==> src/logic/mip_pkg.sv <==
// Shared types and constants for the multiphase interleaved pulse sequencer
package mip_pkg;

  localparam int unsigned CNT_W          = 16;
  localparam int unsigned NCH            = 4;
  localparam int unsigned CLK_KHZ        = 200000;
  localparam int unsigned SW_FREQ_KHZ    = 250;
  localparam int unsigned MAX_DUTY_PM    = 933;
  localparam int unsigned PM_SCALE       = 1000;

  typedef enum logic [1:0] {
    MIP_ST_OFF = 2'b01,
    MIP_ST_RUN = 2'b10
  } mip_mode_t;

  typedef enum logic [2:0] {
    MIP_CH2 = 3'b001,
    MIP_CH3 = 3'b010,
    MIP_CH4 = 3'b100
  } mip_nch_t;

  typedef struct packed {
    logic           enable;
    logic           chan3_sense_neg;
    logic           chan4_sense_neg;
    logic           transient_detect_pin;
    logic [NCH-1:0] above_ramp;
  } mip_pins_t;

  typedef struct packed {
    logic [NCH-1:0] pulse;
    mip_nch_t       nch;
  } mip_outs_t;

  typedef struct packed {
    mip_mode_t                 mode;
    mip_nch_t                  nch;
    logic [CNT_W-1:0]          cnt;
    mip_pins_t                 meta;
    mip_pins_t                 sync;
    logic [NCH-1:0]            out;
    logic [NCH-1:0]            fired;
    logic [NCH-1:0][CNT_W-1:0] hcnt;
  } mip_state_t;

  localparam mip_pins_t  MIP_PINS_RST  = '0;
  localparam mip_state_t MIP_STATE_RST = '{
    mode:  MIP_ST_OFF,
    nch:   MIP_CH4,
    cnt:   '0,
    meta:  MIP_PINS_RST,
    sync:  MIP_PINS_RST,
    out:   '0,
    fired: '0,
    hcnt:  '0
  };

endpackage

==> src/logic/mip_sequencer.sv <==
// Multiphase interleaved pulse sequencer: timing, pulse logic and channel detection
`timescale 1ns/1ps
`default_nettype none

module mip_sequencer
  import mip_pkg::*;
#(
  parameter int unsigned SW_KHZ = mip_pkg::SW_FREQ_KHZ
) (
  input  wire logic              clk,
  input  wire logic              rstn,
  input  wire mip_pkg::mip_pins_t pins,
  output var  logic              chan1_pulse_out,
  output var  logic              chan2_pulse_out,
  output var  logic              chan3_pulse_out,
  output var  logic              chan4_pulse_out,
  output var  mip_pkg::mip_nch_t active_chans
);
  import mip_pkg::*;

  // Interval length from the frequency set externally
  localparam int unsigned PER  = CLK_KHZ / SW_KHZ;
  localparam int unsigned HMAX = (PER * MAX_DUTY_PM) / PM_SCALE;

  localparam logic [CNT_W-1:0] PER_LAST = CNT_W'(PER - 1);
  localparam logic [CNT_W-1:0] HMAX_M1  = CNT_W'(HMAX - 1);
  localparam logic [CNT_W-1:0] OFF_Q1   = CNT_W'(PER / 4);
  localparam logic [CNT_W-1:0] OFF_Q2   = CNT_W'(PER / 2);
  localparam logic [CNT_W-1:0] OFF_Q3   = CNT_W'((3 * PER) / 4);
  localparam logic [CNT_W-1:0] OFF_T1   = CNT_W'(PER / 3);
  localparam logic [CNT_W-1:0] OFF_T2   = CNT_W'((2 * PER) / 3);

  // Refuse periods the counter cannot hold or too short to interleave
  if (PER < 8 || PER >= (1 << CNT_W) || HMAX < 1) begin : g_bad_period
    $error("mip_sequencer: switching period out of range");
  end

  // Ports and loops assume four channels; the ceiling must cut inside the period
  if (NCH != 4 || MAX_DUTY_PM >= PM_SCALE || HMAX >= PER) begin : g_bad_config
    $error("mip_sequencer: channel count or duty ceiling out of range");
  end

  logic       rst_meta_r;
  logic       rst_sync_r;
  mip_state_t st_r;
  mip_state_t st_nxt;

  // Interval start offset of channel i for the detected count
  function automatic logic [CNT_W-1:0] chan_offset(input int unsigned i, input mip_nch_t n);
    logic [CNT_W-1:0] o;
    o = '0;
    case (n)
      MIP_CH4: begin
        case (i)
          0:       o = OFF_Q3;
          1:       o = OFF_Q2;
          2:       o = OFF_Q1;
          default: o = '0;
        endcase
      end
      MIP_CH3: begin
        case (i)
          1:       o = OFF_T1;
          2:       o = OFF_T2;
          default: o = '0;
        endcase
      end
      MIP_CH2: begin
        o = (i == 1) ? OFF_Q2 : '0;
      end
      default: o = '0;
    endcase
    return o;
  endfunction

  function automatic logic chan_active(input int unsigned i, input mip_nch_t n);
    logic a;
    case (n)
      MIP_CH2: a = (i < 2);
      MIP_CH3: a = (i < 3);
      MIP_CH4: a = 1'b1;
      default: a = 1'b0;
    endcase
    return a;
  endfunction

  // Supply-tied sense inputs mark missing channels; channel 3 wins
  function automatic mip_nch_t detect_count(input mip_pins_t p);
    mip_nch_t n;
    if (p.chan3_sense_neg) begin
      n = MIP_CH2;
    end else if (p.chan4_sense_neg) begin
      n = MIP_CH3;
    end else begin
      n = MIP_CH4;
    end
    return n;
  endfunction

  // Reset release through two flops, assertion stays asynchronous
  always_ff @(posedge clk or negedge rstn) begin
    if (!rstn) begin
      rst_meta_r <= 1'b0;
      rst_sync_r <= 1'b0;
    end else begin
      rst_meta_r <= 1'b1;
      rst_sync_r <= rst_meta_r;
    end
  end

  always_comb begin
    logic f;
    logic start;
    logic trip;
    logic cmp;
    f      = 1'b0;
    start  = 1'b0;
    trip   = 1'b0;
    cmp    = 1'b0;
    st_nxt = st_r;
    // Pins are asynchronous comparator levels; only the second stage is read
    st_nxt.meta = pins;
    st_nxt.sync = st_r.meta;
    case (st_r.mode)
      MIP_ST_OFF: begin
        // Count tracked continuously while off, frozen once running
        st_nxt.out   = '0;
        st_nxt.fired = '0;
        st_nxt.hcnt  = '0;
        st_nxt.cnt   = '0;
        st_nxt.nch   = detect_count(st_r.sync);
        if (st_r.sync.enable) begin
          st_nxt.mode = MIP_ST_RUN;
        end
      end
      MIP_ST_RUN: begin
        if (!st_r.sync.enable) begin
          st_nxt.mode = MIP_ST_OFF;
          st_nxt.out  = '0;
        end else begin
          // One master count; each channel's interval starts at its offset
          st_nxt.cnt = (st_r.cnt == PER_LAST) ? '0 : st_r.cnt + 1'b1;
          // Trip level is formed by the external resistor before the comparator
          trip = st_r.sync.transient_detect_pin;
          for (int unsigned i = 0; i < NCH; i++) begin
            cmp   = st_r.sync.above_ramp[i];
            start = (st_r.cnt == chan_offset(i, st_r.nch));
            f     = start ? 1'b0 : st_r.fired[i];
            st_nxt.hcnt[i] = st_r.out[i] ? st_r.hcnt[i] + 1'b1 : '0;
            if (!chan_active(i, st_r.nch)) begin
              st_nxt.out[i]  = 1'b0;
              f              = 1'b0;
              st_nxt.hcnt[i] = '0;
            end else if (st_r.out[i] && st_r.hcnt[i] >= HMAX_M1) begin
              // Duty ceiling beats everything, including a transient trip
              st_nxt.out[i] = 1'b0;
              // Cut pulse spends its interval, else a start seen while high re-fires it
              f             = 1'b1;
            end else if (trip && (!f || st_r.out[i])) begin
              // Forced only while the trip holds; no retrigger after a pulse
              st_nxt.out[i] = 1'b1;
              f             = 1'b1;
            end else if (st_r.out[i]) begin
              // Second crossing ends the pulse; the master count, not this end, marks the period
              st_nxt.out[i] = cmp;
            end else if (cmp && !f) begin
              // Rise may happen at any cycle of the interval
              st_nxt.out[i] = 1'b1;
              f             = 1'b1;
            end else begin
              st_nxt.out[i] = 1'b0;
            end
            st_nxt.fired[i] = f;
          end
        end
      end
      default: begin
        st_nxt = MIP_STATE_RST;
      end
    endcase
  end

  always_ff @(posedge clk or negedge rst_sync_r) begin
    if (!rst_sync_r) begin
      st_r <= MIP_STATE_RST;
    end else begin
      st_r <= st_nxt;
    end
  end

  // Low output tells the driver to turn the upper switch off
  assign chan1_pulse_out = st_r.out[0];
  assign chan2_pulse_out = st_r.out[1];
  assign chan3_pulse_out = st_r.out[2];
  assign chan4_pulse_out = st_r.out[3];
  assign active_chans    = st_r.nch;

endmodule // mip_sequencer

`default_nettype wire

==> config.mk <==
export PLATFORM = sky130hd
export DESIGN_NAME = mip_sequencer
export DESIGN_NICKNAME = d
export VERILOG_FILES = /design/src/logic/mip_pkg.sv /design/src/logic/mip_sequencer.sv
export SDC_FILE = /design/constraint.sdc
export NUM_CORES = 1
export LEC_CHECK = 0
export CELL_PAD_IN_SITES_DETAIL_PLACEMENT = 0
export CELL_PAD_IN_SITES_GLOBAL_PLACEMENT = 1
export CORE_ASPECT_RATIO = 1.25
export CORE_MARGIN = 5
export CORE_UTILIZATION = 45
export CTS_BUF_LIST = sky130_fd_sc_hd__clkbuf_8 sky130_fd_sc_hd__clkbuf_16
export DETAILED_ROUTE_END_ITERATION = 8
export DONT_BUFFER_PORTS = 1
export PLACE_DENSITY = 0.81
export RECOVER_POWER = 100
export SYNTH_ARGS = -nofsm -noshare
export SYNTH_HDL_FRONTEND = slang
export SYNTH_SLANG_ARGS = --single-unit
==> constraint.sdc <==
create_clock -name clk -period 3.43 [get_ports clk]
set_input_delay 0.686 -clock clk [delete_from_list [all_inputs] [get_ports clk]]
set_output_delay 0.686 -clock clk [all_outputs]
set_load 0.02 [all_outputs]
==> metrics, run 1 <==
H-tree lvl count=3; antenna viol nets, final=0; final setup fails=0; overall power=3.078 mW; CTS Hold Bufs=0; Cell variety after synth=73; max_cap viols=0; clock root cell=clkbuf_16; grt total ovfl=0; I/O Buffers=0; via/cell ratio=5.887; Post-Syn Nets=674; core area=13,230 um^2; outcome=complete, no violations; Peak VDD IR=0.0003477 V; area growth from synthesis to layout=6.145%; met3 routed WL=494 um; Critical Path AT=2.98 ns; DRC Markers=0; yosys warns=0; Detailed Route Iter0 Violations=170; Final Hold Slack=0.02432 ns; final hold vios=0; placed instance area=6182 um^2; fin crit share=78.89%; Worst slew margin=18.70%; Starting Density=45.70%; # nets final=663; antenna violations before repair=0; Critical Path End Type=flip-flop; crit path kind=flip-flop to flip-flop; finished layout cell area=6419 um^2; uppermost layer routed=met4; met2 WL=6643 um; setup TNS=0 ns; Worst Tran Pin Value=1.220 ns; CTS resizes=0; area leader, netlist=dfrtp_1; CTS tree=done; Synth async-reset ratio=100.0%; vias in the first global route=4,618; CP Launch Type=flip-flop; Synth top area share=45.11%; Final Max Slew Viols=0; EDFF count, synth=0; Worst-path clk slew=0.07 ns; # rows=47; commonest non-fill, non-tap cell in the layout=dfrtp_1; largest net degree at the start of global routing=68; Most used DFF post-synth=dfrtp_1; Seq/Total Area, Yosys=45.98%; gpl congestion=0.8929; min cycle time layout=2.706 ns; antenna cells=0; DIE AREA=15,870 um^2; die width=113.7 um; total track usage=17.18%; later-pin clock latency in the skew report=0.35 ns; average size of a mapped cell=9.332 um^2; wire per inst=16.20 um; via count=4,786; ranking of synthesized cells by area=dfrtp_1 45%, o21ai_0 3.8%, nand2_1 3.5%, xor2_1 3.5%, nor2_1 3.4%; wl on met1=5849 um; share of layout cells above drive strength 1=5.296%; setup bufs post-CTS=0; Cell Area, Synth=6047 um^2; IO Pins=17; cell count after synthesis=648; Clock Sinks=111; Fmax=369.6 MHz; Worst Path Required=3.70 ns; final setup skew=0.009058 ns; unrepaired setup endpoints after global routing=no; Num CTS Buffers=9; crit-path max FO=11; HPWL after DPL=9479 um; Pwr per Cell Area=479.5 nW/um^2; Detailed Routing Iterations Pass 1=4; most frequent cells in the layout=108 x dfrtp_1, 57 x nand2_1, 55 x nor2_1, 50 x o21ai_0, 28 x inv_1; first-pass GRT wire length=22,490 um; clock buffer depth=2; die height=139.6 um; leakage=2.569 nW; hold crit path type=input pin to async pin; total routed wirelength=13,170 um; number of synthesized register bits=111
==> cell families after synthesis <==
family	count (synthesis)	share of synthesized area, %
compound gates	138	14.65
xor+xnor	41	5.938
fa+ha+maj	16	3.311
buf+inv	56	3.952
flops	111	45.98
mux	5	0.8690
other cells	1	0.06201
simple gates	280	25.24
==> report_power, final <==
group / switching, mW / leakage [nW] / internal (mW) / total (mW)
registers: 0.178 / 1.52 / 1.42 / 1.60
logic: 0.303 / 0.920 / 0.182 / 0.485
clock network: 0.492 / 0.132 / 0.501 / 0.993
total: 0.972 / 2.57 / 2.11 / 3.08
==> registers in the layout (all words and copies together), names as in the netlist <==
register,flops
rst_meta_r,1
chan2_pulse_out,1
rst_sync_r,1
st_r,102
chan3_pulse_out,1
active_chans,3
chan4_pulse_out,1
chan1_pulse_out,1
==> cell type report <==
cell class / instances / area (um^2)
multi-input combinational: 481 / 3002
tap: 171 / 214.0
inverter: 27 / 101.3
clock buffer: 9 / 225.2
clock inverter: 7 / 55.05
fill: 1228 / 6813
timing repair buffer: 7 / 37.54
sequential: 111 / 2784
==> worst max-delay path, cell delays in order (launching register included) <==
cell,delay (ns)
dfstp_1,0.90
xnor2_1,0.24
a211oi_1,0.66
and2_0,0.48
o21ai_0,0.16
a31oi_1,0.18
==> routing by layer <==
layer  vias to the layer above  GRT usage, %
li1                       2317             -
met1                      2386         22.65
met2                        73         28.36
met3                        10         2.779
met4                         0         6.392
met5                         -             0
==> final timing paths <==
path | startpoint | endpoint | slack (ns) | cells after the start
max | active_chans[2]$_DFFE_PN1N_ | st_r[15]$_DFFE_PN0P_ | 0.72 | 5
min | rstn | rst_meta_r$_DFF_PN0_ | 0.02 | 0
max reg2reg | active_chans[2]$_DFFE_PN1N_ | st_r[15]$_DFFE_PN0P_ | 0.72 | 5
min reg2reg | rst_meta_r$_DFF_PN0_ | rst_sync_r$_DFF_PN0_ | 0.35 | 0
max in group asynchronous | rst_sync_r$_DFF_PN0_ | st_r[4]$_DFFE_PN0P_ | 1.39 | 1
min in group clk | rst_meta_r$_DFF_PN0_ | rst_sync_r$_DFF_PN0_ | 0.35 | 0
==> Yosys cell counts (5+ instances only) <==
cell and count:
nand3_1 23, xnor2_1 17, ha_1 16, a21oi_1 22, nor2_1 55, xor2_1 24, and3_1 11, and4_1 7
o21ai_0 46, clkbuf_1 17, a211oi_1 5, a31oi_1 16, buf_2 7, nor4_1 14, inv_1 27, nand4_1 25
nor3_1 16, nand2_1 57, nand2b_1 7, nor2b_1 24, and2_1 9, dfrtp_1 109
==> per-stage QoR <==
| step | cells | utilization [%] | setup WS [ns] |
|---|---|---|---|
| 6_report | 813 | 48.51 | 0.7241 |
| 3_5_place_dp | 797 | 46.72 | 1.160 |
| 3_3_place_gp | 797 | 46.72 | 1.219 |
| 2_1_floorplan | 648 | - | 0.1123 |
| 4_1_cts | 813 | 48.84 | 1.145 |
| 5_1_grt | 813 | 48.51 | 0.4256 |
(Power assumes the default switching activity.)
==> inputs of run 2 (changes only) <==
--- a/config.mk
+++ b/config.mk
@@ -13,7 +13,7 @@
 export CTS_BUF_LIST = sky130_fd_sc_hd__clkbuf_8 sky130_fd_sc_hd__clkbuf_16
 export DETAILED_ROUTE_END_ITERATION = 8
 export DONT_BUFFER_PORTS = 1
-export PLACE_DENSITY = 0.81
+export PLACE_DENSITY = 0.78
 export RECOVER_POWER = 100
 export SYNTH_ARGS = -nofsm -noshare
 export SYNTH_HDL_FRONTEND = slang
==> constraint.sdc (replaced) <==
create_clock -name clk -period 2.8 [get_ports clk]
set_input_delay 0.56 -clock clk [delete_from_list [all_inputs] [get_ports clk]]
set_output_delay 0.56 -clock clk [all_outputs]
set_load 0.02 [all_outputs]
==> metrics, run 2 (synthesis gave the netlist of run 1 again) <==
outcome=complete, no violations; HPWL after DPL=9583 um (+1.1%); I/O Buffers=0 (unchanged); vias in the first global route=4,623 (+0.11%); Clock Sinks=111 (unchanged); fin crit share=86.28% (+7.4 points); clock buffer depth=2 (unchanged); max_cap viols=0 (unchanged); Filler Cells Inserted=1,275 (+3.8%); Endpoint, Worst Hold=st_r[87]$_DFF_PN0_; most frequent cells in the layout=108 x dfrtp_1, 57 x nand2_1, 55 x nor2_1, 48 x o21ai_0, 27 x inv_1; Storage cell area=2781 um^2 (about the same); Layout Cells excl Fill=822 (+1.1%); die width=113.7 um (unchanged); Critical Path End Type=flip-flop; pre-CTS WS=0.5232 ns (-0.6365 ns); later-pin clock latency in the skew report=0.37 ns (+0.02 ns); Detailed Routing Iterations Pass 1=5 (+1); CP Launch Type=flip-flop; via count=4,775 (-0.23%); switch share=32.39% (+0.81 points); reg-to-reg startpoint=st_r[107]$_DFFE_PN1P_; final hold vios=0 (unchanged); Clock power frac=33.1% (+0.8 points); IO Pins=17 (unchanged); gpl congestion=0.8161 (-8.6%); core area=13,230 um^2 (unchanged); DIE AREA=15,870 um^2 (unchanged); Critical Path AT=2.70 ns (-0.28 ns); Starting Density=45.70% (unchanged); min cycle time layout=2.416 ns (-0.2900 ns); first-pass GRT wire length=22,620 um (+0.55%); Reg with most FFs=st_r; worst hold path depth=1; share of layout cells above drive strength 1=6.759% (+1.5 points); Comb pwr share=17.2% (+1.4 points); via/cell ratio=5.809 (-1.3%); Multi-input gate area=3007 um^2 (+0.17%); Detailed Route Iter0 Violations=271 (+59%); commonest non-fill, non-tap cell in the layout=dfrtp_1; R2R cell count=7 (+2); H-tree lvl count=3 (unchanged); Worst-path clk slew=0.08 ns (about the same); antenna cells=0 (unchanged); r2r setup slk=0.38 ns (-0.34 ns); DRC Markers=0 (unchanged); total routed wirelength=13,290 um (+0.96%); largest net degree at the start of global routing=65 (-4.4%); unrepaired setup endpoints after global routing=no; Final Max Slew Viols=0 (unchanged); P_sw=1.258 mW (+29%); leakage=2.619 nW (+1.9%); overall power=3.883 mW (+26%); # rows=47 (unchanged); CTS tree=done; hold_sp=pins[7]; post-route worst setup slack=0.3841 ns (-0.3400 ns); crit path kind=flip-flop to flip-flop; worst flop-to-flop path endpoint=st_r[39]$_DFFE_PN0P_; Fmax=413.9 MHz (+12%); Worst Path Required=3.08 ns (-0.62 ns); final setup skew=0.008102 ns (-0.0009565 ns); # nets final=672 (+1.4%); wire per inst=16.17 um (-0.15%); crit-path max FO=12 (+1); grt total ovfl=0 (unchanged); total track usage=17.59% (+0.41 points); Layout Utilization=49.18% (+0.67 points); area growth from synthesis to layout=7.614%; antenna viol nets, final=0 (unchanged); sequential share of power=49.7% (-2.3 points); final setup fails=0 (unchanged); Placed Cells=805 (+1.0%); Num CTS Buffers=9 (unchanged); Worst slew margin=9.568% (-9.1 points); die height=139.6 um (unchanged); clock root cell=clkbuf_16; internal power=2.625 mW (+25%); Pwr per Cell Area=596.7 nW/um^2 (+24%); setup TNS=0 ns (unchanged); max reg flops=102 (unchanged); antenna violations before repair=0 (unchanged); hold crit path type=input pin to flip-flop; Worst Tran Pin Value=1.356 ns (+0.1370 ns); Peak VDD IR=0.0005044 V (+45%)
[run 2: changes by cell type in the layout (fill, tap and decap cells not counted), moves of 2 or more]
cell,previous run,this run
buf_4,3,9
clkinv_4,0,2
clkinv_8,0,2
clkinvlp_4,3,1
o21ai_0,50,48
o21ai_1,0,2
[run 2: worst max-delay path by stage]
| stage | startpoint | to | slack (ns) | cells past startpoint |
|---|---|---|---|---|
| after floorplan | st_r[107]$_DFFE_PN1P_ | st_r[11]$_DFFE_PN0P_ | 0.86 | 8 |
| after global placement | st_r[107]$_DFFE_PN1P_ | st_r[11]$_DFFE_PN0P_ | 0.61 | 7 |
| after detailed placement | st_r[107]$_DFFE_PN1P_ | st_r[14]$_DFFE_PN0P_ | 0.52 | 7 |
| after CTS | st_r[107]$_DFFE_PN1P_ | st_r[14]$_DFFE_PN0P_ | 0.51 | 7 |
| after global routing | rst_sync_r$_DFF_PN0_ | st_r[17]$_DFFE_PN0P_ | 0.16 | 1 |
| final | st_r[107]$_DFFE_PN1P_ | st_r[39]$_DFFE_PN0P_ | 0.38 | 7 |
[run 2: worst max-delay path, stage by stage (launching register included)]
cell      delay [ns]
dfstp_1         0.53
inv_1           0.06
ha_1            0.33
nor2b_1         0.27
nor4_1          0.60
nor4bb_1        0.37
o21bai_1        0.10
o21ai_0         0.07
[run 2: area by class of cell]
class	count	share of cell area [%]
clock buffer	9	3.461
inverter	27	1.557
timing repair buffer	16	1.557
multi-input combinational	481	46.20
tap	171	3.288
sequential	111	42.74
clock inverter	7	1.192
[run 2: repair_timing]
action / in CTS / in global routing
endpoints found under the hold margin: 2 / 0
buffers inserted: 0 / 0
hold buffers: 1 / 0
resized for setup: 0 / 0
[run 2: metrics by stage]
step,cell area [um^2],hold WS (ns)
6_report,6507,0.3307
3_3_place_gp,6255,0.2645
2_1_floorplan,6048,0.2644
4_1_cts,6568,0.3199
5_1_grt,6507,0.3146
3_5_place_dp,6255,0.2645
[run 2: power by group through the flow]
| stage | logic, mW | registers, mW | clock network (mW) |
|---|---|---|---|
| after floorplan | 0.595 | 1.86 | 0 |
| after global placement | 0.677 | 1.96 | 0 |
| after detailed placement | 0.688 | 1.97 | 0 |
| after CTS | 0.695 | 1.94 | 1.32 |
| after global routing | 0.742 | 1.96 | 1.39 |
| final | 0.667 | 1.93 | 1.28 |
[run 2: routing by layer]
layer | track usage, % | part of all wire [%] | vias to the layer above
met5 | 0 | 0 | -
met4 | 6.076 | 1.7 | 0
met3 | 3.908 | 3.2 | 17
met2 | 28.42 | 49 | 58
met1 | 23.29 | 46 | 2371
li1 | - | - | 2329
